`src/sadc_map.svh`:
```
// Register map, field positions and reset values of the converter control
`ifndef SADC_MAP_SVH
`define SADC_MAP_SVH
// ----------------------------------------------------------------------
// Register byte offsets
// ----------------------------------------------------------------------
`define SADC_OFS_CONTROL 8'h00
`define SADC_OFS_CONFIG 8'h04
`define SADC_OFS_INSEL 8'h08
`define SADC_OFS_RES_HIGH 8'h0C
`define SADC_OFS_RES_LOW 8'h10
`define SADC_OFS_IRQ_STAT 8'h14
`define SADC_OFS_IRQ_MASK 8'h18
// ----------------------------------------------------------------------
// Control register fields
// ----------------------------------------------------------------------
`define SADC_CTL_SRC_LSB 0
`define SADC_CTL_SRC_MSB 2
`define SADC_CTL_BUSY_BIT 4
`define SADC_CTL_DONE_BIT 5
// ----------------------------------------------------------------------
// Config register fields
// ----------------------------------------------------------------------
`define SADC_CFG_DIV_LSB 0
`define SADC_CFG_DIV_MSB 4
`define SADC_CFG_EIGHT_BIT 5
`define SADC_CFG_LJST_BIT 6
`define SADC_CFG_T2SPLIT_BIT 7
`define SADC_CFG_T3SPLIT_BIT 8
// ----------------------------------------------------------------------
// Interrupt status bits
// ----------------------------------------------------------------------
`define SADC_IRQ_DONE_BIT 0
`define SADC_IRQ_OVR_BIT 1
`define SADC_IRQ_EXT_BIT 2
// ----------------------------------------------------------------------
// Widths, reset values and trial bit indexes
// ----------------------------------------------------------------------
`define SADC_CODE_W 10
`define SADC_DIV_W 5
`define SADC_INSEL_W 5
`define SADC_IRQ_W 3
`define SADC_RST_DIV 5'h1F
`define SADC_RST_INSEL 5'h00
`define SADC_RST_MASK 3'h0
`define SADC_MSB_IDX 4'h9
`define SADC_LAST_IDX_10 4'h0
`define SADC_LAST_IDX_8 4'h2
`endif

```
`src/sadc_pkg.sv`:
```
// Types shared by the converter control modules
package sadc_pkg;
  // Conversion trigger choices
  typedef enum logic [2:0] {
    SADC_SRC_SW = 3'h0,
    SADC_SRC_T0 = 3'h1,
    SADC_SRC_T2 = 3'h2,
    SADC_SRC_T1 = 3'h3,
    SADC_SRC_EXT = 3'h4,
    SADC_SRC_T3 = 3'h5
  } sadc_src_t;
  // Approximation engine states, one-hot
  typedef enum logic [2:0] {
    SADC_ST_IDLE = 3'b001,
    SADC_ST_TRACK = 3'b010,
    SADC_ST_CONV = 3'b100
  } sadc_state_t;
endpackage

```
`src/sadc_sar_if.sv`:
```
// Link between the control logic and the approximation engine
`timescale 1ns/1ps
interface sadc_sar_if;
  logic start; // One-cycle start request
  logic eight_bit; // Eight-bit resolution
  logic tick; // Converter clock pulse
  logic cmp; // Comparator: input at or above trial
  logic busy; // Conversion running
  logic sample; // Track phase
  logic [9:0] trial; // Trial code to the DAC
  logic [9:0] code; // Finished code
  modport ctrl (output start, eight_bit, tick, cmp, input busy, sample, trial, code);
  modport sar (input start, eight_bit, tick, cmp, output busy, sample, trial, code);
endinterface

```
`src/sadc_ctrl.sv`:
```
// Converter control top: register slave, triggers, pacing and results
// Operation
// - Store 10-bit code in result byte pair.
// - Justify select picks right or left.
// - Unused result bits read as zero.
// - Eight-bit mode fills high byte only.
// - Eight-bit mode ignores justify select.
// - Eight-bit conversion two converter clocks shorter.
// - Converter clock divides system clock.
// - Start source field picks six triggers.
// - Software start by writing in-progress one.
// - In-progress high for whole conversion.
// - In-progress falling sets done flag, interrupt.
// - Timer width picks low or high overflow.
// - Positive input select drives analog mux.
//
// Our own choices: the Wishbone interface to the registers and the placing of the registers.
`timescale 1ns/1ps
`include "sadc_map.svh"
module sadc_ctrl (
  // Clock and reset
  input wire logic clock_i,
  input wire logic reset_i,
  // Wishbone slave
  input wire logic wb_cyc_i,
  input wire logic wb_stb_i,
  input wire logic wb_we_i,
  input wire logic [7:0] wb_adr_i,
  input wire logic [3:0] wb_sel_i,
  input wire logic [31:0] wb_dat_i,
  output logic [31:0] wb_dat_o,
  output logic wb_ack_o,
  // Trigger sources
  input wire logic tmr0_ovf_i,
  input wire logic tmr1_ovf_i,
  input wire logic tmr2_low_ovf_i,
  input wire logic tmr2_high_ovf_i,
  input wire logic tmr3_low_ovf_i,
  input wire logic tmr3_high_ovf_i,
  input wire logic ext_conv_start_pin_i,
  // Analog front end
  input wire logic cmp_above_i,
  output logic sample_o,
  output logic [9:0] trial_code_o,
  output logic [4:0] positive_input_select_o,
  // Interrupt
  output logic irq_o
);
  // ----------------------------------------------------------------------
  // Registers and state
  // ----------------------------------------------------------------------
  logic [2:0] start_source_sel_r; // Trigger choice
  logic [4:0] conv_clock_divider_r; // Divide ratio minus one
  logic eight_bit_mode_en_r; // Eight-bit resolution
  logic left_justify_sel_r; // Left justification
  logic t2_split_r; // Timer 2 in 8-bit mode
  logic t3_split_r; // Timer 3 in 8-bit mode
  logic [7:0] result_high_byte_r; // Result high byte
  logic [7:0] result_low_byte_r; // Result low byte
  logic [2:0] irq_stat_r; // Sticky events
  logic [2:0] irq_mask_r; // Event enables
  logic [4:0] div_cnt_r; // Converter clock counter
  logic busy_d_r; // Busy one cycle ago
  logic [2:0] pin_sync_r; // Start pin sync and edge
  logic ack_r; // Bus answer
  logic [31:0] rdata_r; // Bus read data
  logic irq_r; // Interrupt line
  logic [4:0] insel_r; // Positive input select
  // Derived signals
  logic wb_req; // New bus request
  logic wr; // Write this cycle
  logic rd; // Read this cycle
  logic ext_rise; // Start pin rising edge
  logic trig; // Selected trigger fired
  logic sw_start; // Software start write
  logic conv_fall; // Conversion completed
  logic [15:0] fmt; // Formatted result
  logic [2:0] w1c; // Status bits cleared by write
  logic [31:0] rmux; // Read mux

  sadc_sar_if sar_link ();

  // ----------------------------------------------------------------------
  // Helpers
  // ----------------------------------------------------------------------
  // Format a code into the result byte pair
  function automatic logic [15:0] fmt_code(input logic [9:0] c, input logic lj,
                                          input logic eb);
    // eight bits go to the high byte
    if (eb)
      fmt_code = {c[9:2], 8'h00};
    else if (lj)
      fmt_code = {c, 6'h00};
    else
      fmt_code = {6'h00, c};
  endfunction

  // Write a byte lane selected by sel
  function automatic logic lane(input logic [3:0] s, input int b);
    lane = s[b/8];
  endfunction

  // ----------------------------------------------------------------------
  // Bus decode
  // ----------------------------------------------------------------------
  always_comb
  begin
    wb_req = wb_cyc_i && wb_stb_i && !ack_r;
    wr = wb_req && wb_we_i;
    rd = wb_req && !wb_we_i;
  end

  // Bus answer, one cycle after the request
  always_ff @(posedge clock_i or posedge reset_i)
  begin
    if (reset_i)
      ack_r <= 1'b0;
    else
      ack_r <= wb_req;
  end

  // Read mux, unmapped offsets read zero
  always_comb
  begin
    rmux = 32'h0000_0000;
    case (wb_adr_i)
      `SADC_OFS_CONTROL:
      begin
        rmux[`SADC_CTL_SRC_MSB:`SADC_CTL_SRC_LSB] = start_source_sel_r;
        rmux[`SADC_CTL_BUSY_BIT] = sar_link.busy;
        rmux[`SADC_CTL_DONE_BIT] = irq_stat_r[`SADC_IRQ_DONE_BIT];
      end
      `SADC_OFS_CONFIG:
      begin
        rmux[`SADC_CFG_DIV_MSB:`SADC_CFG_DIV_LSB] = conv_clock_divider_r;
        rmux[`SADC_CFG_EIGHT_BIT] = eight_bit_mode_en_r;
        rmux[`SADC_CFG_LJST_BIT] = left_justify_sel_r;
        rmux[`SADC_CFG_T2SPLIT_BIT] = t2_split_r;
        rmux[`SADC_CFG_T3SPLIT_BIT] = t3_split_r;
      end
      `SADC_OFS_INSEL: rmux[4:0] = insel_r;
      `SADC_OFS_RES_HIGH: rmux[7:0] = result_high_byte_r;
      `SADC_OFS_RES_LOW: rmux[7:0] = result_low_byte_r;
      `SADC_OFS_IRQ_STAT: rmux[2:0] = irq_stat_r;
      `SADC_OFS_IRQ_MASK: rmux[2:0] = irq_mask_r;
      default: rmux = 32'h0000_0000;
    endcase
  end

  // Read data register
  always_ff @(posedge clock_i or posedge reset_i)
  begin
    if (reset_i)
      rdata_r <= 32'h0000_0000;
    else if (rd)
      rdata_r <= rmux;
  end

  // ----------------------------------------------------------------------
  // Configuration registers
  // ----------------------------------------------------------------------
  always_ff @(posedge clock_i or posedge reset_i)
  begin
    if (reset_i)
    begin
      start_source_sel_r <= sadc_pkg::SADC_SRC_SW;
      conv_clock_divider_r <= `SADC_RST_DIV;
      eight_bit_mode_en_r <= 1'b0;
      left_justify_sel_r <= 1'b0;
      t2_split_r <= 1'b0;
      t3_split_r <= 1'b0;
      insel_r <= `SADC_RST_INSEL;
      irq_mask_r <= `SADC_RST_MASK;
    end
    else if (wr)
    begin
      // source field written in low byte
      if (wb_adr_i == `SADC_OFS_CONTROL && lane(wb_sel_i, 0))
        start_source_sel_r <= wb_dat_i[`SADC_CTL_SRC_MSB:`SADC_CTL_SRC_LSB];
      if (wb_adr_i == `SADC_OFS_CONFIG && lane(wb_sel_i, 0))
      begin
        conv_clock_divider_r <= wb_dat_i[`SADC_CFG_DIV_MSB:`SADC_CFG_DIV_LSB];
        eight_bit_mode_en_r <= wb_dat_i[`SADC_CFG_EIGHT_BIT];
        left_justify_sel_r <= wb_dat_i[`SADC_CFG_LJST_BIT];
        t2_split_r <= wb_dat_i[`SADC_CFG_T2SPLIT_BIT];
      end
      if (wb_adr_i == `SADC_OFS_CONFIG && lane(wb_sel_i, 8))
        t3_split_r <= wb_dat_i[`SADC_CFG_T3SPLIT_BIT];
      if (wb_adr_i == `SADC_OFS_INSEL && lane(wb_sel_i, 0))
        insel_r <= wb_dat_i[4:0];
      if (wb_adr_i == `SADC_OFS_IRQ_MASK && lane(wb_sel_i, 0))
        irq_mask_r <= wb_dat_i[2:0];
    end
  end

  // ----------------------------------------------------------------------
  // Start pin synchroniser
  // ----------------------------------------------------------------------
  // two flops then edge compare
  always_ff @(posedge clock_i or posedge reset_i)
  begin
    if (reset_i)
      pin_sync_r <= 3'h0;
    else
      pin_sync_r <= {pin_sync_r[1:0], ext_conv_start_pin_i};
  end

  // ----------------------------------------------------------------------
  // Trigger selection
  // ----------------------------------------------------------------------
  always_comb
  begin
    ext_rise = pin_sync_r[1] && !pin_sync_r[2];
    // software start needs write of one
    sw_start = wr && wb_adr_i == `SADC_OFS_CONTROL && lane(wb_sel_i, 0) &&
               wb_dat_i[`SADC_CTL_BUSY_BIT];
    case (sadc_pkg::sadc_src_t'(start_source_sel_r))
      sadc_pkg::SADC_SRC_SW: trig = sw_start;
      sadc_pkg::SADC_SRC_T0: trig = tmr0_ovf_i;
      sadc_pkg::SADC_SRC_T2: trig = t2_split_r ? tmr2_low_ovf_i : tmr2_high_ovf_i;
      sadc_pkg::SADC_SRC_T1: trig = tmr1_ovf_i;
      sadc_pkg::SADC_SRC_EXT: trig = ext_rise;
      sadc_pkg::SADC_SRC_T3: trig = t3_split_r ? tmr3_low_ovf_i : tmr3_high_ovf_i;
      default: trig = 1'b0;
    endcase
  end

  // ----------------------------------------------------------------------
  // Engine link
  // ----------------------------------------------------------------------
  always_comb
  begin
    // Triggers during a conversion are dropped
    sar_link.start = trig && !sar_link.busy;
    sar_link.eight_bit = eight_bit_mode_en_r;
    sar_link.tick = sar_link.busy && div_cnt_r == conv_clock_divider_r;
    sar_link.cmp = cmp_above_i;
  end

  always_ff @(posedge clock_i or posedge reset_i)
  begin
    if (reset_i)
      div_cnt_r <= 5'h00;
    else if (!sar_link.busy || sar_link.tick)
      div_cnt_r <= 5'h00;
    else
      div_cnt_r <= div_cnt_r + 5'h01;
  end

  sadc_sar u_sar (
    .clock_i (clock_i),
    .reset_i (reset_i),
    .sar (sar_link.sar)
  );

  // ----------------------------------------------------------------------
  // Completion and results
  // ----------------------------------------------------------------------
  always_comb
  begin
    conv_fall = busy_d_r && !sar_link.busy;
    fmt = fmt_code(sar_link.code, left_justify_sel_r, eight_bit_mode_en_r);
  end

  // Busy history
  always_ff @(posedge clock_i or posedge reset_i)
  begin
    if (reset_i)
      busy_d_r <= 1'b0;
    else
      busy_d_r <= sar_link.busy;
  end

  // both bytes loaded together at completion
  always_ff @(posedge clock_i or posedge reset_i)
  begin
    if (reset_i)
    begin
      result_high_byte_r <= 8'h00;
      result_low_byte_r <= 8'h00;
    end
    else if (conv_fall)
    begin
      result_high_byte_r <= fmt[15:8];
      result_low_byte_r <= fmt[7:0];
    end
  end

  // ----------------------------------------------------------------------
  // Interrupt status
  // ----------------------------------------------------------------------
  always_comb
  begin
    w1c = 3'h0;
    if (wr && wb_adr_i == `SADC_OFS_IRQ_STAT && lane(wb_sel_i, 0))
      w1c = wb_dat_i[2:0];
    if (wr && wb_adr_i == `SADC_OFS_CONTROL && lane(wb_sel_i, 0))
      w1c[`SADC_IRQ_DONE_BIT] = wb_dat_i[`SADC_CTL_DONE_BIT];
  end

  // sticky bits, set wins over clear
  always_ff @(posedge clock_i or posedge reset_i)
  begin
    if (reset_i)
      irq_stat_r <= 3'h0;
    else
      irq_stat_r <= (irq_stat_r & ~w1c) |
                    {ext_rise, trig && sar_link.busy, conv_fall};
  end

  always_ff @(posedge clock_i or posedge reset_i)
  begin
    if (reset_i)
      irq_r <= 1'b0;
    else
      irq_r <= |(irq_stat_r & irq_mask_r);
  end

  // ----------------------------------------------------------------------
  // Outputs
  // ----------------------------------------------------------------------
  always_comb
  begin
    wb_ack_o = ack_r;
    wb_dat_o = rdata_r;
    irq_o = irq_r;
    sample_o = sar_link.sample;
    trial_code_o = sar_link.trial;
    positive_input_select_o = insel_r;
  end
endmodule // sadc_ctrl

```
`src/sadc_sar.sv`:
```
// Successive approximation engine stepped by the converter clock
`timescale 1ns/1ps
`include "sadc_map.svh"
module sadc_sar (
  // Clock and reset
  input wire logic clock_i,
  input wire logic reset_i,
  // Control side
  sadc_sar_if.sar sar
);
  sadc_pkg::sadc_state_t state_r; // Engine state
  logic [3:0] idx_r; // Bit under trial
  logic eight_r; // Resolution caught at start
  logic [9:0] kept; // Trial with current bit judged
  logic [3:0] last_idx; // Final bit index

  // Bit mask for one index
  function automatic logic [9:0] bit_of(input logic [3:0] i);
    bit_of = 10'h001 << i;
  endfunction

  // Judge the current bit
  always_comb
  begin
    kept = sar.cmp ? sar.trial : (sar.trial & ~bit_of(idx_r));
    last_idx = eight_r ? `SADC_LAST_IDX_8 : `SADC_LAST_IDX_10;
  end

  // ----------------------------------------------------------------------
  // Sequencer
  // ----------------------------------------------------------------------
  always_ff @(posedge clock_i or posedge reset_i)
  begin
    if (reset_i)
    begin
      state_r <= sadc_pkg::SADC_ST_IDLE;
      idx_r <= 4'h0;
      eight_r <= 1'b0;
      sar.busy <= 1'b0;
      sar.sample <= 1'b0;
      sar.trial <= 10'h000;
      sar.code <= 10'h000;
    end
    else
    begin
      case (state_r)
        sadc_pkg::SADC_ST_IDLE:
        begin
          // Accept a start, begin tracking
          if (sar.start)
          begin
            state_r <= sadc_pkg::SADC_ST_TRACK;
            eight_r <= sar.eight_bit;
            sar.busy <= 1'b1;
            sar.sample <= 1'b1;
          end
        end
        sadc_pkg::SADC_ST_TRACK:
        begin
          // One converter clock of tracking
          if (sar.tick)
          begin
            state_r <= sadc_pkg::SADC_ST_CONV;
            sar.sample <= 1'b0;
            idx_r <= `SADC_MSB_IDX;
            sar.trial <= bit_of(`SADC_MSB_IDX);
          end
        end
        sadc_pkg::SADC_ST_CONV:
        begin
          if (sar.tick && idx_r == last_idx)
          begin
            state_r <= sadc_pkg::SADC_ST_IDLE;
            sar.code <= kept;
            sar.trial <= 10'h000;
            sar.busy <= 1'b0;
          end
          else if (sar.tick)
          begin
            idx_r <= idx_r - 4'h1;
            sar.trial <= kept | bit_of(idx_r - 4'h1);
          end
        end
        default:
        begin
          state_r <= sadc_pkg::SADC_ST_IDLE;
          sar.busy <= 1'b0;
          sar.sample <= 1'b0;
        end
      endcase
    end
  end
endmodule // sadc_sar

```
`config.mk`:
```
export PLATFORM = sky130hd
export DESIGN_NAME = sadc_ctrl
export DESIGN_NICKNAME = d
export VERILOG_FILES = /design/src/sadc_pkg.sv /design/src/sadc_sar_if.sv /design/src/sadc_ctrl.sv /design/src/sadc_sar.sv
export VERILOG_INCLUDE_DIRS = /design/src
export SDC_FILE = /design/constraint.sdc
export NUM_CORES = 1
export LEC_CHECK = 0
export BUFFER_PORTS_ARGS = -buffer_cell sky130_fd_sc_hd__buf_2
export CAP_MARGIN = 20
export CORE_ASPECT_RATIO = 1.4
export CORE_UTILIZATION = 50
export CTS_BUF_LIST = sky130_fd_sc_hd__clkbuf_4 sky130_fd_sc_hd__clkbuf_8
export DETAILED_ROUTE_END_ITERATION = 6
export GPL_TIMING_DRIVEN = 0
export HOLD_SLACK_MARGIN = 0.12
export PLACE_DENSITY = 0.78
export SETUP_SLACK_MARGIN = 0.4
export SYNTH_ARGS = -nofsm -noshare
export SYNTH_HDL_FRONTEND = slang
export SYNTH_SLANG_ARGS = --single-unit
```
`constraint.sdc`:
```
create_clock -name clock_i -period 2.37 [get_ports clock_i]
set_clock_uncertainty 0.15 [all_clocks]
set_input_delay 0.1185 -clock clock_i [delete_from_list [all_inputs] [get_ports clock_i]]
set_output_delay 0.1185 -clock clock_i [all_outputs]
set_load 0.05 [all_outputs]
```
==> results of run 1 <==
-- cell type report --
| type | count | area share, % |
|---|---|---|
| Buffer | 38 | 4.519 |
| Sequential cell | 89 | 36.79 |
| Clock buffer | 14 | 2.855 |
| Timing Repair Buffer | 110 | 12.82 |
| Tap cell | 107 | 2.198 |
| Multi-Input combinational cell | 325 | 39.46 |
| Clock inverter | 2 | 0.6163 |
| Inverter | 11 | 0.7395 |
-- cell families after synthesis --
family          after synthesis
buf+inv                      49
other cells                   1
fa+ha+maj                     6
flops                        89
mux                          42
xor+xnor                     12
simple gates                157
compound gates               85
-- Yosys cell counts, types with 2 or more instances --
library cell | n | share of area, %
mux2i_1 | 14 | 3.1
o31ai_1 | 2 | 0.33
nand2b_1 | 3 | 0.41
nand3b_1 | 5 | 0.82
dfstp_2 | 6 | 3.4
nor3b_1 | 2 | 0.33
buf_2 | 4 | 0.44
nand2_1 | 67 | 5.5
or2_2 | 3 | 0.41
a221o_1 | 4 | 0.87
and4_1 | 3 | 0.57
a32o_1 | 5 | 1.1
nand4_1 | 5 | 0.68
nand3_1 | 12 | 1.3
or3b_2 | 2 | 0.38
and3_1 | 4 | 0.55
dfrtp_1 | 83 | 45
o21ai_1 | 10 | 1.1
a22o_1 | 15 | 2.9
o221ai_1 | 4 | 0.76
a21o_1 | 2 | 0.33
or3_1 | 2 | 0.27
a21oi_1 | 9 | 0.98
a311oi_1 | 2 | 0.38
clkbuf_1 | 8 | 0.65
nor2_1 | 27 | 2.2
xor2_1 | 4 | 0.76
or4_1 | 2 | 0.33
ha_1 | 6 | 1.6
inv_1 | 11 | 0.90
xnor2_1 | 8 | 1.5
nor3_1 | 8 | 0.87
buf_4 | 24 | 3.9
o21a_1 | 2 | 0.33
nor4_4 | 2 | 0.93
mux2_2 | 26 | 6.4
a22oi_1 | 2 | 0.33
o21ai_0 | 17 | 1.9
-- worst register-to-register path, delay by kind of cell, from the launching register on --
family | cells | cell delay (ns)
and+or+nand+nor | 3 | 0.75
muxes | 1 | 0.33
AOI/OAI and AO/OA | 1 | 0.29
DFF | 1 | 0.42
-- stage by stage --
stage	std cells	hold WS (ns)	util (%)	total power, uW	area (um^2)
after floorplan	463	-0.00007021	-	1749	4730
after global placement	626	0.07762	57.30	1807	5144
after detailed placement	628	0.07700	57.74	1818	5184
after CTS	691	0.06557	66.43	2950	5963
after global routing	696	0.1445	67.85	3055	6091
final	696	0.1331	67.85	2948	6091
-- sequential cells by signal, summed over array words and instances, names as in the netlist, 4 cells and up --
name                     flops
u_sar.idx_r                  4
positive_input_select_o      5
result_low_byte_r            8
result_high_byte_r           8
div_cnt_r                    5
u_sar.sar.trial             10
conv_clock_divider_r         5
wb_dat_o                     9
u_sar.sar.code              10
-- placed cells by master, fill, tap and decap left out, types with 4 or more instances in the layout --
cell and count:
a21oi_1 7, a221o_1 4, a22o_1 15, a32o_1 5
and3_1 4, buf_2 59, buf_4 51, buf_6 4
clkbuf_1 6, clkbuf_8 11, conb_1 23, dfrtp_1 78
dfrtp_2 5, dfstp_2 6, dlygate4sd3_1 22, ha_1 5
inv_1 8, mux2_2 26, mux2i_1 13, nand2_1 57
nand2_2 9, nand3_1 11, nand3b_1 5, nand4_1 5
nor2_1 24, nor3_1 6, o21ai_0 13, o21ai_1 11
o221ai_2 4, xnor2_1 8
-- how the worst max path moves through the flow --
stage	endpoint	depth (start not counted)
floorplan	u_sar.eight_r$_DFFE_PP0P_	5
global placement	u_sar.eight_r$_DFFE_PP0P_	6
detailed placement	u_sar.eight_r$_DFFE_PP0P_	6
CTS	u_sar.sar.code[7]$_DFFE_PP0P_	6
global route	u_sar.sar.code[4]$_DFFE_PP0P_	5
finish	u_sar.eight_r$_DFFE_PP0P_	5
-- metal layers --
layer | vias to the layer above | track usage [%] | routed length, um
met3 | 35 | 3.661 | 410
met1 | 1915 | 30.10 | 4774
li1 | 1822 | - | -
met4 | 0 | 14.60 | 490
met2 | 131 | 46.94 | 6517
met5 | - | 0 | 0
-- power groups by stage --
stage,clock (uW),combinational (uW),sequential [uW]
global placement,0,246,1560
finish,1120,299,1530
detailed placement,0,258,1560
floorplan,0,182,1570
global route,1200,320,1530
CTS,1130,289,1530
-- timing repair --
action / in CTS / in global routing
gates cloned: 2 / 0
endpoints found under the hold margin: 127 / 0
buffers inserted: 23 / 5
gates resized for setup: 36 / 29
setup endpoints to repair: 37 / 35
pin swaps: 16 / 10
hold buffers: 22 / 0
==> qor.yml, run 1 <==
logic_synthesis:
  synth-warning-count: 0
  synthMuxAreaShare_pct: 10.17
  synthAdderAreaFrac_pct: 1.635
  synth_top_family_by_area: "simple AND/OR/NAND/NOR gates"
  synth_compound_area_share_pct: 13.22
  synth-main-ff-cell: "dfrtp_1"
  syn-instance-count: 441
  synth_xor_xnor_area_share_pct: 2.289
  synth-simple-area-share_pct: 17.69
  synth_area_per_cell_um2: 10.41
  synthArstFlopShare_pct: 100.0
  synth_area_um2: 4591
  synth_edf_count: 0
  yosysSeqAreaShare_pct: 48.68
  synth-seq-cells: 89
  synth.distinct_cells: 64
global_route:
  grt_pass1_vias: 3853
  grt_overflow: 0
  track_usage_pct: 26.13
  grt_max_degree: 35
  grt_pass1_wl_mm: 19.43
  antenna_found_initial: 0
worst_setup_path:
  reg2reg_setup_slack_ns: 0.30
  endpoint_kind: "flip-flop"
  crit_required_ns: 2.47
  worstPathCellList: "and4b_2, nand4_4, or2_4, a211oi_4, mux2_4"
  start_kind: "flip-flop"
  cp.arrival_ns: 2.17
  cp_slowest_cell: "dfrtp_2"
  slowest_delay_ns: 0.42
  crit_buf_inv: 0
  crit_type: "flip-flop to flip-flop"
  r2r_start: "wb_ack_o$_DFF_PP0_"
  path_max_fanout: 3
  timing.rr.end: "u_sar.eight_r$_DFFE_PP0P_"
  crit_start: "wb_ack_o$_DFF_PP0_"
  ff2ff_path_depth: 5
  crit_family: "simple AND/OR/NAND/NOR gates"
power_and_ir_drop:
  combPwrFrac_pct: 10.1
  clkPwrFrac_pct: 38.0
  swShare_pct: 25.07
  powerDensity_nw_per_um2: 484.1
  ir_drop_mv: 0.3630
  p_seq_share_pct: 51.9
  p_int_uw: 2209
  leakage_uw: 0.002919
  p_switching_uw: 739.1
floorplan:
  core_um2: 8977
  dieHeight_um: 115.4
  io_pins: 107
  row_count: 41
  initial_core_util_pct: 51.14
  die-area_um2: 9574
  die_w_um: 82.98
cells_and_area:
  fin_nets: 647
  diodes: 0
  register_area_um2: 2241
  fillCellCount: 677
  area_growth_pct: 32.68
  multi_input_area_um2: 2404
  layout-drive-gt1-share_pct: 39.39
clock_network:
  cts.reportedPaths.clkPinSlew_ns: 0.09
  htreeDepth: 3
  clkLatencyLatePin_ns: 0.37
  cts.sinks: 89
  cts-root-buf: "clkbuf_8"
  cts_made_buffers: 9
  tritoncts: "built"
  clockBufferDepth: 2
route:
  drtIter0Drc: 274
  wl_per_cell_um: 17.52
  vias_per_cell: 5.608
  ant_nets: 0
  first_pass_iters: 5
  drc_errors: 0
  routed_wirelength_mm: 12.19
  num_vias: 3903
timing:
  slew_viol_final: 0
  post-route-period-util_pct: 87.45
  fmax_mhz: 482.5
  fin_setup_tns_ns: 0
  layout_setup_ws_ns: 0.2974
  setup_viol: 0
  rsz0062_at_grt: "yes"
  hold_viol_final: 0
  maxSlewHeadroom_pct: 43.99
  worst_pin_slew_ns: 0.8338
  finalCriticalPeriod_ns: 2.073
status:
  outcome: "finished, final reports clean"
min_path:
  min_to: "wb_dat_o[0]$_DFFE_PP0P_"
  hold_start: "wb_adr_i[5]"
  hold_path_depth: 4
  hold_class: "input pin to flip-flop"
place:
  io_buffers: 56
  gp_congestion: 0.8865
  dp_hpwl_mm: 8.098
  place_ws_ns: 0.04858
run:
  max-cap-violations: 0
No activity file was read; power rests on OpenSTA's default activity.
==> inputs of run 2 (changes only) <==
--- a/config.mk
+++ b/config.mk
@@ -14,7 +14,7 @@
 export DETAILED_ROUTE_END_ITERATION = 6
 export GPL_TIMING_DRIVEN = 0
 export HOLD_SLACK_MARGIN = 0.12
-export PLACE_DENSITY = 0.78
+export PLACE_DENSITY = 0.75
 export SETUP_SLACK_MARGIN = 0.4
 export SYNTH_ARGS = -nofsm -noshare
 export SYNTH_HDL_FRONTEND = slang
==> constraint.sdc (replaced) <==
create_clock -name clock_i -period 2.2 [get_ports clock_i]
set_clock_uncertainty 0.15 [all_clocks]
set_input_delay 0.11 -clock clock_i [delete_from_list [all_inputs] [get_ports clock_i]]
set_output_delay 0.11 -clock clock_i [all_outputs]
set_load 0.05 [all_outputs]
==> run 2 against run 1 <==
Compared with the run above: first-iteration DRC count down 30%; worst setup slack worse by 0.20 ns; sequential power rose by 8%; clock power increased by 11%; hold slack better by 0.014 ns; maximum frequency decreased by 1.3%; sequential share of layout area shrank 0.46 points; critical path type unchanged; critical endpoint is now u_sar.sar.code[9]$_DFFE_PP0P_; highest routed layer unchanged.
==> qor.yml, run 2 (synthesis results as in run 1) <==
status:
  outcome: "finished, final reports clean"
route:
  num_vias: 3870  # -0.85%
  routed_wirelength_mm: 12.11  # -0.66%
  vias_per_cell: 5.536  # -1.3%
  drc_errors: 0  # unchanged
  first_pass_iters: 4  # -1
  ant_nets: 0  # unchanged
  wl_per_cell_um: 17.33  # -1.1%
  drtIter0Drc: 191  # -30%
run:
  max-cap-violations: 0  # unchanged
place:
  io_buffers: 56  # unchanged
  gp_congestion: 0.8842  # -0.26%
  dp_hpwl_mm: 8.135  # +0.45%
clock_network:
  cts_made_buffers: 9  # unchanged
  htreeDepth: 3  # unchanged
  tritoncts: "built"
  clockBufferDepth: 2  # unchanged
  clkLatencyLatePin_ns: 0.36  # about the same
  cts-root-buf: "clkbuf_8"
  cts.sinks: 89  # unchanged
  cts.reportedPaths.clkPinSlew_ns: 0.08  # about the same
cells_and_area:
  fin_util_pct: 68.67  # +0.82 points
  layout_common_cells: "dfrtp_1 (79), nand2_1 (64), buf_2 (60), buf_4 (46), mux2_2 (26)"
  fin_nets: 650  # +0.46%
  fillCellCount: 685  # +1.2%
  layout-drive-gt1-share_pct: 39.36  # about the same
  area_growth_pct: 34.29
  layout_commonest_cell: "dfrtp_1"
  diodes: 0  # unchanged
timing:
  finalCriticalPeriod_ns: 2.101  # +0.02805 ns
  setup_viol: 0  # unchanged
  worst_pin_slew_ns: 0.6602  # -0.1736 ns
  hold_viol_final: 0  # unchanged
  maxSlewHeadroom_pct: 55.89  # +12 points
  fmax_mhz: 476.0  # -1.3%
  rsz0062_at_grt: "yes"
  post-route-period-util_pct: 95.49  # +8.0 points
  slew_viol_final: 0  # unchanged
power_and_ir_drop:
  ir_drop_mv: 0.5160  # +42%
  total_power_uw: 3213  # +9.0%
  leakage_uw: 0.002963  # +1.5%
  powerDensity_nw_per_um2: 521.3  # +7.7%
worst_setup_path:
  crit_required_ns: 2.30  # -0.17 ns
  start_kind: "flip-flop"
  crit_type: "flip-flop to flip-flop"
  cp.arrival_ns: 2.20  # +0.03 ns
  path_max_fanout: 10  # +7
  ff2ff_path_depth: 6  # +1
  endpoint_kind: "flip-flop"
global_route:
  grt_pass1_vias: 3920  # +1.7%
  grt_pass1_wl_mm: 19.12  # -1.6%
  track_usage_pct: 25.55  # -0.58 points
  antenna_found_initial: 0  # unchanged
  grt_max_degree: 34  # -2.9%
  grt_overflow: 0  # unchanged
min_path:
  hold_class: "input pin to flip-flop"
  hold_path_depth: 4  # unchanged
floorplan:
  row_count: 41  # unchanged
  io_pins: 107  # unchanged
  core_um2: 8977  # unchanged
  dieHeight_um: 115.4  # unchanged
  die-area_um2: 9574  # unchanged
  initial_core_util_pct: 51.14  # unchanged
  die_w_um: 82.98  # unchanged
[run 2: cell types whose count changed in the layout (fill, tap and decap cells not counted), sizes merged]
cell	previous run	this run
dlymetal6s4s	0	1
clkinvlp	2	1
buf	117	119
bufinv	1	2
dlygate4sd3	22	23
clkbuf	23	20
clkinv	0	2
[run 2: metrics by stage]
step                      cell area [um^2]  instances  hold WS (ns)  TNS (ns)  setup slack [ns]
final                                 6165        699        0.1476         0           0.09933
after global routing                  6165        699        0.1606         0           0.04666
after CTS                             6007        693        0.1202         0            0.1185
after detailed placement              5213        628       0.07176  -0.05414          -0.05414
after global placement                5172        626       0.06938  -0.03953          -0.03953
after floorplan                       4758        463     -0.008570         0           0.09994
[run 2: path summary, 6_finish.rpt]
path | from | endpoint | slack, ns
max | u_sar.state_r[1]$_DFFE_PP0P_ | u_sar.sar.code[9]$_DFFE_PP0P_ | 0.1
min | wb_adr_i[0] | wb_dat_o[0]$_DFFE_PP0P_ | 0.15
max reg2reg | u_sar.state_r[1]$_DFFE_PP0P_ | u_sar.sar.code[9]$_DFFE_PP0P_ | 0.1
min reg2reg | pin_sync_r[0]$_DFF_PP0_ | pin_sync_r[1]$_DFF_PP0_ | 0.20
max in group asynchronous | reset_i | u_sar.state_r[0]$_DFFE_PP1P_ | 0.79
min in group asynchronous | reset_i | result_low_byte_r[1]$_DFFE_PP0P_ | 0.23
[run 2: area by class of cell]
class,instances,area [um^2],area share (%)
Tap cell,107,133.9,2.172
Multi-Input combinational cell,325,2426,39.35
Clock inverter,4,70.07,1.137
Clock buffer,12,146.4,2.375
Inverter,11,45.04,0.7307
Timing Repair Buffer,113,829.5,13.46
Sequential cell,89,2240,36.33
Buffer,38,274.0,4.445
[run 2: layer usage]
metal	part of all wire [%]	track usage, %	up-vias
li1	-	-	1824
met1	38	27.87	1891
met2	54	47.21	119
met3	3.7	4.307	36
met4	4.2	14.14	0
met5	0	0	-
[run 2: what timing repair did]
action / 4_1_cts / 5_1_grt
pin swaps: 8 / 9
gates cloned: 1 / 0
endpoints found under the setup margin: 43 / 74
buffers inserted: 25 / 5
endpoints found under the hold margin: 83 / 1
resized for setup: 29 / 35
hold buffers: 23 / 1
[run 2: power by group]
group	switching (uW)	leakage, uW	internal (uW)	total, uW
registers	5.82	0.00111	1640	1650
clock network	562	0.000115	675	1240
logic	212	0.00174	116	327
[run 2: critical path, cell delays in order, from the launching register on]
cell and delay (ns):
dfrtp_1 0.39, or3b_4 0.43, or3_4 0.38, or3_4 0.38
buf_6 0.15, nand2_1 0.05, o21ai_1 0.06
==> inputs of run 3 (changes only) <==
--- a/config.mk
+++ b/config.mk
@@ -15,7 +15,6 @@
 export GPL_TIMING_DRIVEN = 0
 export HOLD_SLACK_MARGIN = 0.12
 export PLACE_DENSITY = 0.75
-export SETUP_SLACK_MARGIN = 0.4
 export SYNTH_ARGS = -nofsm -noshare
 export SYNTH_HDL_FRONTEND = slang
 export SYNTH_SLANG_ARGS = --single-unit
==> run 3 against run 2 <==
Compared with the run above: hold slack worse by 0.017 ns; critical path depth is 2 lower; count of clock-buffer cells in the layout rose by 1; cell count decreased by 3.1%; core utilization decreased by 5.1 points; via count decreased by 2.7%; maximum frequency is 1.6% lower; worst setup slack got worse by 0.035 ns; first-iteration DRC count up 17%; largest cell class is now sequential cells; largest power group unchanged; highest routed layer unchanged.
==> qor.yml, run 3 (synthesis results as in run 1) <==
place:
  dp_hpwl_mm: 8.105  # -0.37%
  place_area_um2: 5132  # -1.5%
  gp_congestion: 0.8889  # +0.53%
  io_buffers: 56  # unchanged
global_route:
  grt_max_degree: 34  # unchanged
  grt_overflow: 0  # unchanged
  grt_pass1_vias: 3619  # -7.7%
  track_usage_pct: 23.80  # -1.7 points
  antenna_found_initial: 0  # unchanged
  grt_pass1_wl_mm: 17.75  # -7.2%
worst_setup_path:
  crit_required_ns: 2.30  # about the same
  crit_type: "flip-flop to flip-flop"
  ff2ff_path_depth: 4  # -2
  endpoint_kind: "flip-flop"
  reg2reg_setup_slack_ns: 0.06  # -0.04 ns
  r2r_start: "t2_split_r$_DFFE_PP0P_"
  endpoint: "u_sar.sar.busy$_DFFE_PP0P_"
  start_kind: "flip-flop"
  path_max_fanout: 3  # -7
  cp.arrival_ns: 2.24  # +0.04 ns
  crit_start: "t2_split_r$_DFFE_PP0P_"
  timing.rr.end: "u_sar.sar.busy$_DFFE_PP0P_"
route:
  drc_errors: 0  # unchanged
  drtIter0Drc: 223  # +17%
  wl_per_cell_um: 16.25  # -6.2%
  vias_per_cell: 5.560  # +0.42%
  first_pass_iters: 7  # +3
  routed_wirelength_mm: 11.00  # -9.2%
  num_vias: 3764  # -2.7%
  ant_nets: 0  # unchanged
timing:
  maxSlewHeadroom_pct: 45.37  # -11 points
  worst_pin_slew_ns: 0.8132  # +0.1529 ns
  slew_viol_final: 0  # unchanged
  hold_viol_final: 0  # unchanged
  fin_setup_tns_ns: 0  # unchanged
  setup_viol: 0  # unchanged
  finalCriticalPeriod_ns: 2.136  # +0.03508 ns
  fmax_mhz: 468.2  # -1.6%
  post-route-period-util_pct: 97.08  # +1.6 points
power_and_ir_drop:
  total_power_uw: 3109  # -3.3%
  ir_drop_mv: 0.4824  # -6.5%
  powerDensity_nw_per_um2: 544.9  # +4.5%
  leakage_uw: 0.002781  # -6.1%
run:
  max-cap-violations: 0  # unchanged
min_path:
  hold_class: "input pin to flip-flop"
  hold_start: "wb_adr_i[7]"
floorplan:
  dieHeight_um: 115.4  # unchanged
  row_count: 41  # unchanged
  io_pins: 107  # unchanged
  initial_core_util_pct: 51.14  # unchanged
  die-area_um2: 9574  # unchanged
  core_um2: 8977  # unchanged
  die_w_um: 82.98  # unchanged
cells_and_area:
  layout_common_cells: "dfrtp_1 (80), nand2_1 (66), buf_2 (60), buf_4 (30), nor2_1 (27)"
  area_growth_pct: 24.28
  diodes: 0  # unchanged
  fin_nets: 628  # -3.4%
  layout-drive-gt1-share_pct: 29.30  # -10 points
  layout_commonest_cell: "dfrtp_1"
  fin_area_um2: 5705  # -7.4%
clock_network:
  cts-root-buf: "clkbuf_8"
  clkLatencyLatePin_ns: 0.37  # about the same
  htreeDepth: 3  # unchanged
  clockBufferDepth: 2  # unchanged
  tritoncts: "built"
  cts.sinks: 89  # unchanged
  cts_made_buffers: 9  # unchanged
  cts.reportedPaths.clkPinSlew_ns: 0.08  # about the same
status:
  outcome: "finished, final reports clean"
==> run 3: per-stage QoR <==
step / hold slack (ns) / setup slack, ns / cells / utilization (%)
2_1_floorplan: -0.008570 / 0.05031 / 463 / -
3_3_place_gp: 0.06888 / -0.07757 / 626 / 56.72
3_5_place_dp: 0.07013 / -0.1068 / 628 / 57.17
4_1_cts: 0.1222 / 0.007652 / 670 / 62.55
5_1_grt: 0.1516 / -0.0009477 / 677 / 63.55
6_report: 0.1310 / 0.06425 / 677 / 63.55
==> run 3: layout make-up <==
class | count | area [um^2]
Tap cell | 107 | 133.9
Fill cell | 729 | 3272
Timing Repair Buffer | 91 | 633.1
Sequential cell | 89 | 2238
Inverter | 11 | 45.04
Buffer | 38 | 250.2
Clock buffer | 13 | 160.2
Clock inverter | 3 | 42.54
Multi-Input combinational cell | 325 | 2202
==> run 3: per-layer routing <==
metal / up-vias / GRT usage (%) / part of all wire (%)
met5: - / 0 / 0
met4: 0 / 14.02 / 4.0
met3: 34 / 3.661 / 4.3
met2: 145 / 41.64 / 51
met1: 1799 / 27.87 / 40
li1: 1786 / - / -
==> run 3: how the worst min path moves through the flow <==
stage                     cells after the start  slack, ns                       to
after floorplan                               0     -0.009  pin_sync_r[0]$_DFF_PP0_
after global placement                        1       0.07  pin_sync_r[0]$_DFF_PP0_
after detailed placement                      1       0.07  pin_sync_r[0]$_DFF_PP0_
after CTS                                     4       0.12  wb_dat_o[1]$_DFFE_PP0P_
after global routing                          4       0.15  wb_dat_o[5]$_DFFE_PP0P_
final                                         4       0.13  wb_dat_o[5]$_DFFE_PP0P_
==> run 3: power by group <==
part / internal (uW) / switching (uW)
Clock: 593 / 559
Sequential: 1640 / 6.57
Combinational: 106 / 202
==> run 3: worst max-delay path, stage by stage, from the launching register on <==
cell      delay [ns]
dfrtp_1         0.43
mux2_2          0.37
a311oi_1        0.56
nand2_1         0.21
a32o_1          0.30
==> run 3: timing repair <==
action / CTS / global route
buffers inserted: 0 / 7
gates resized for setup: 7 / 9
endpoints found under the setup margin: 23 / 30
pin swaps: 0 / 3
endpoints found under the hold margin: 127 / 0
hold buffers: 26 / 0
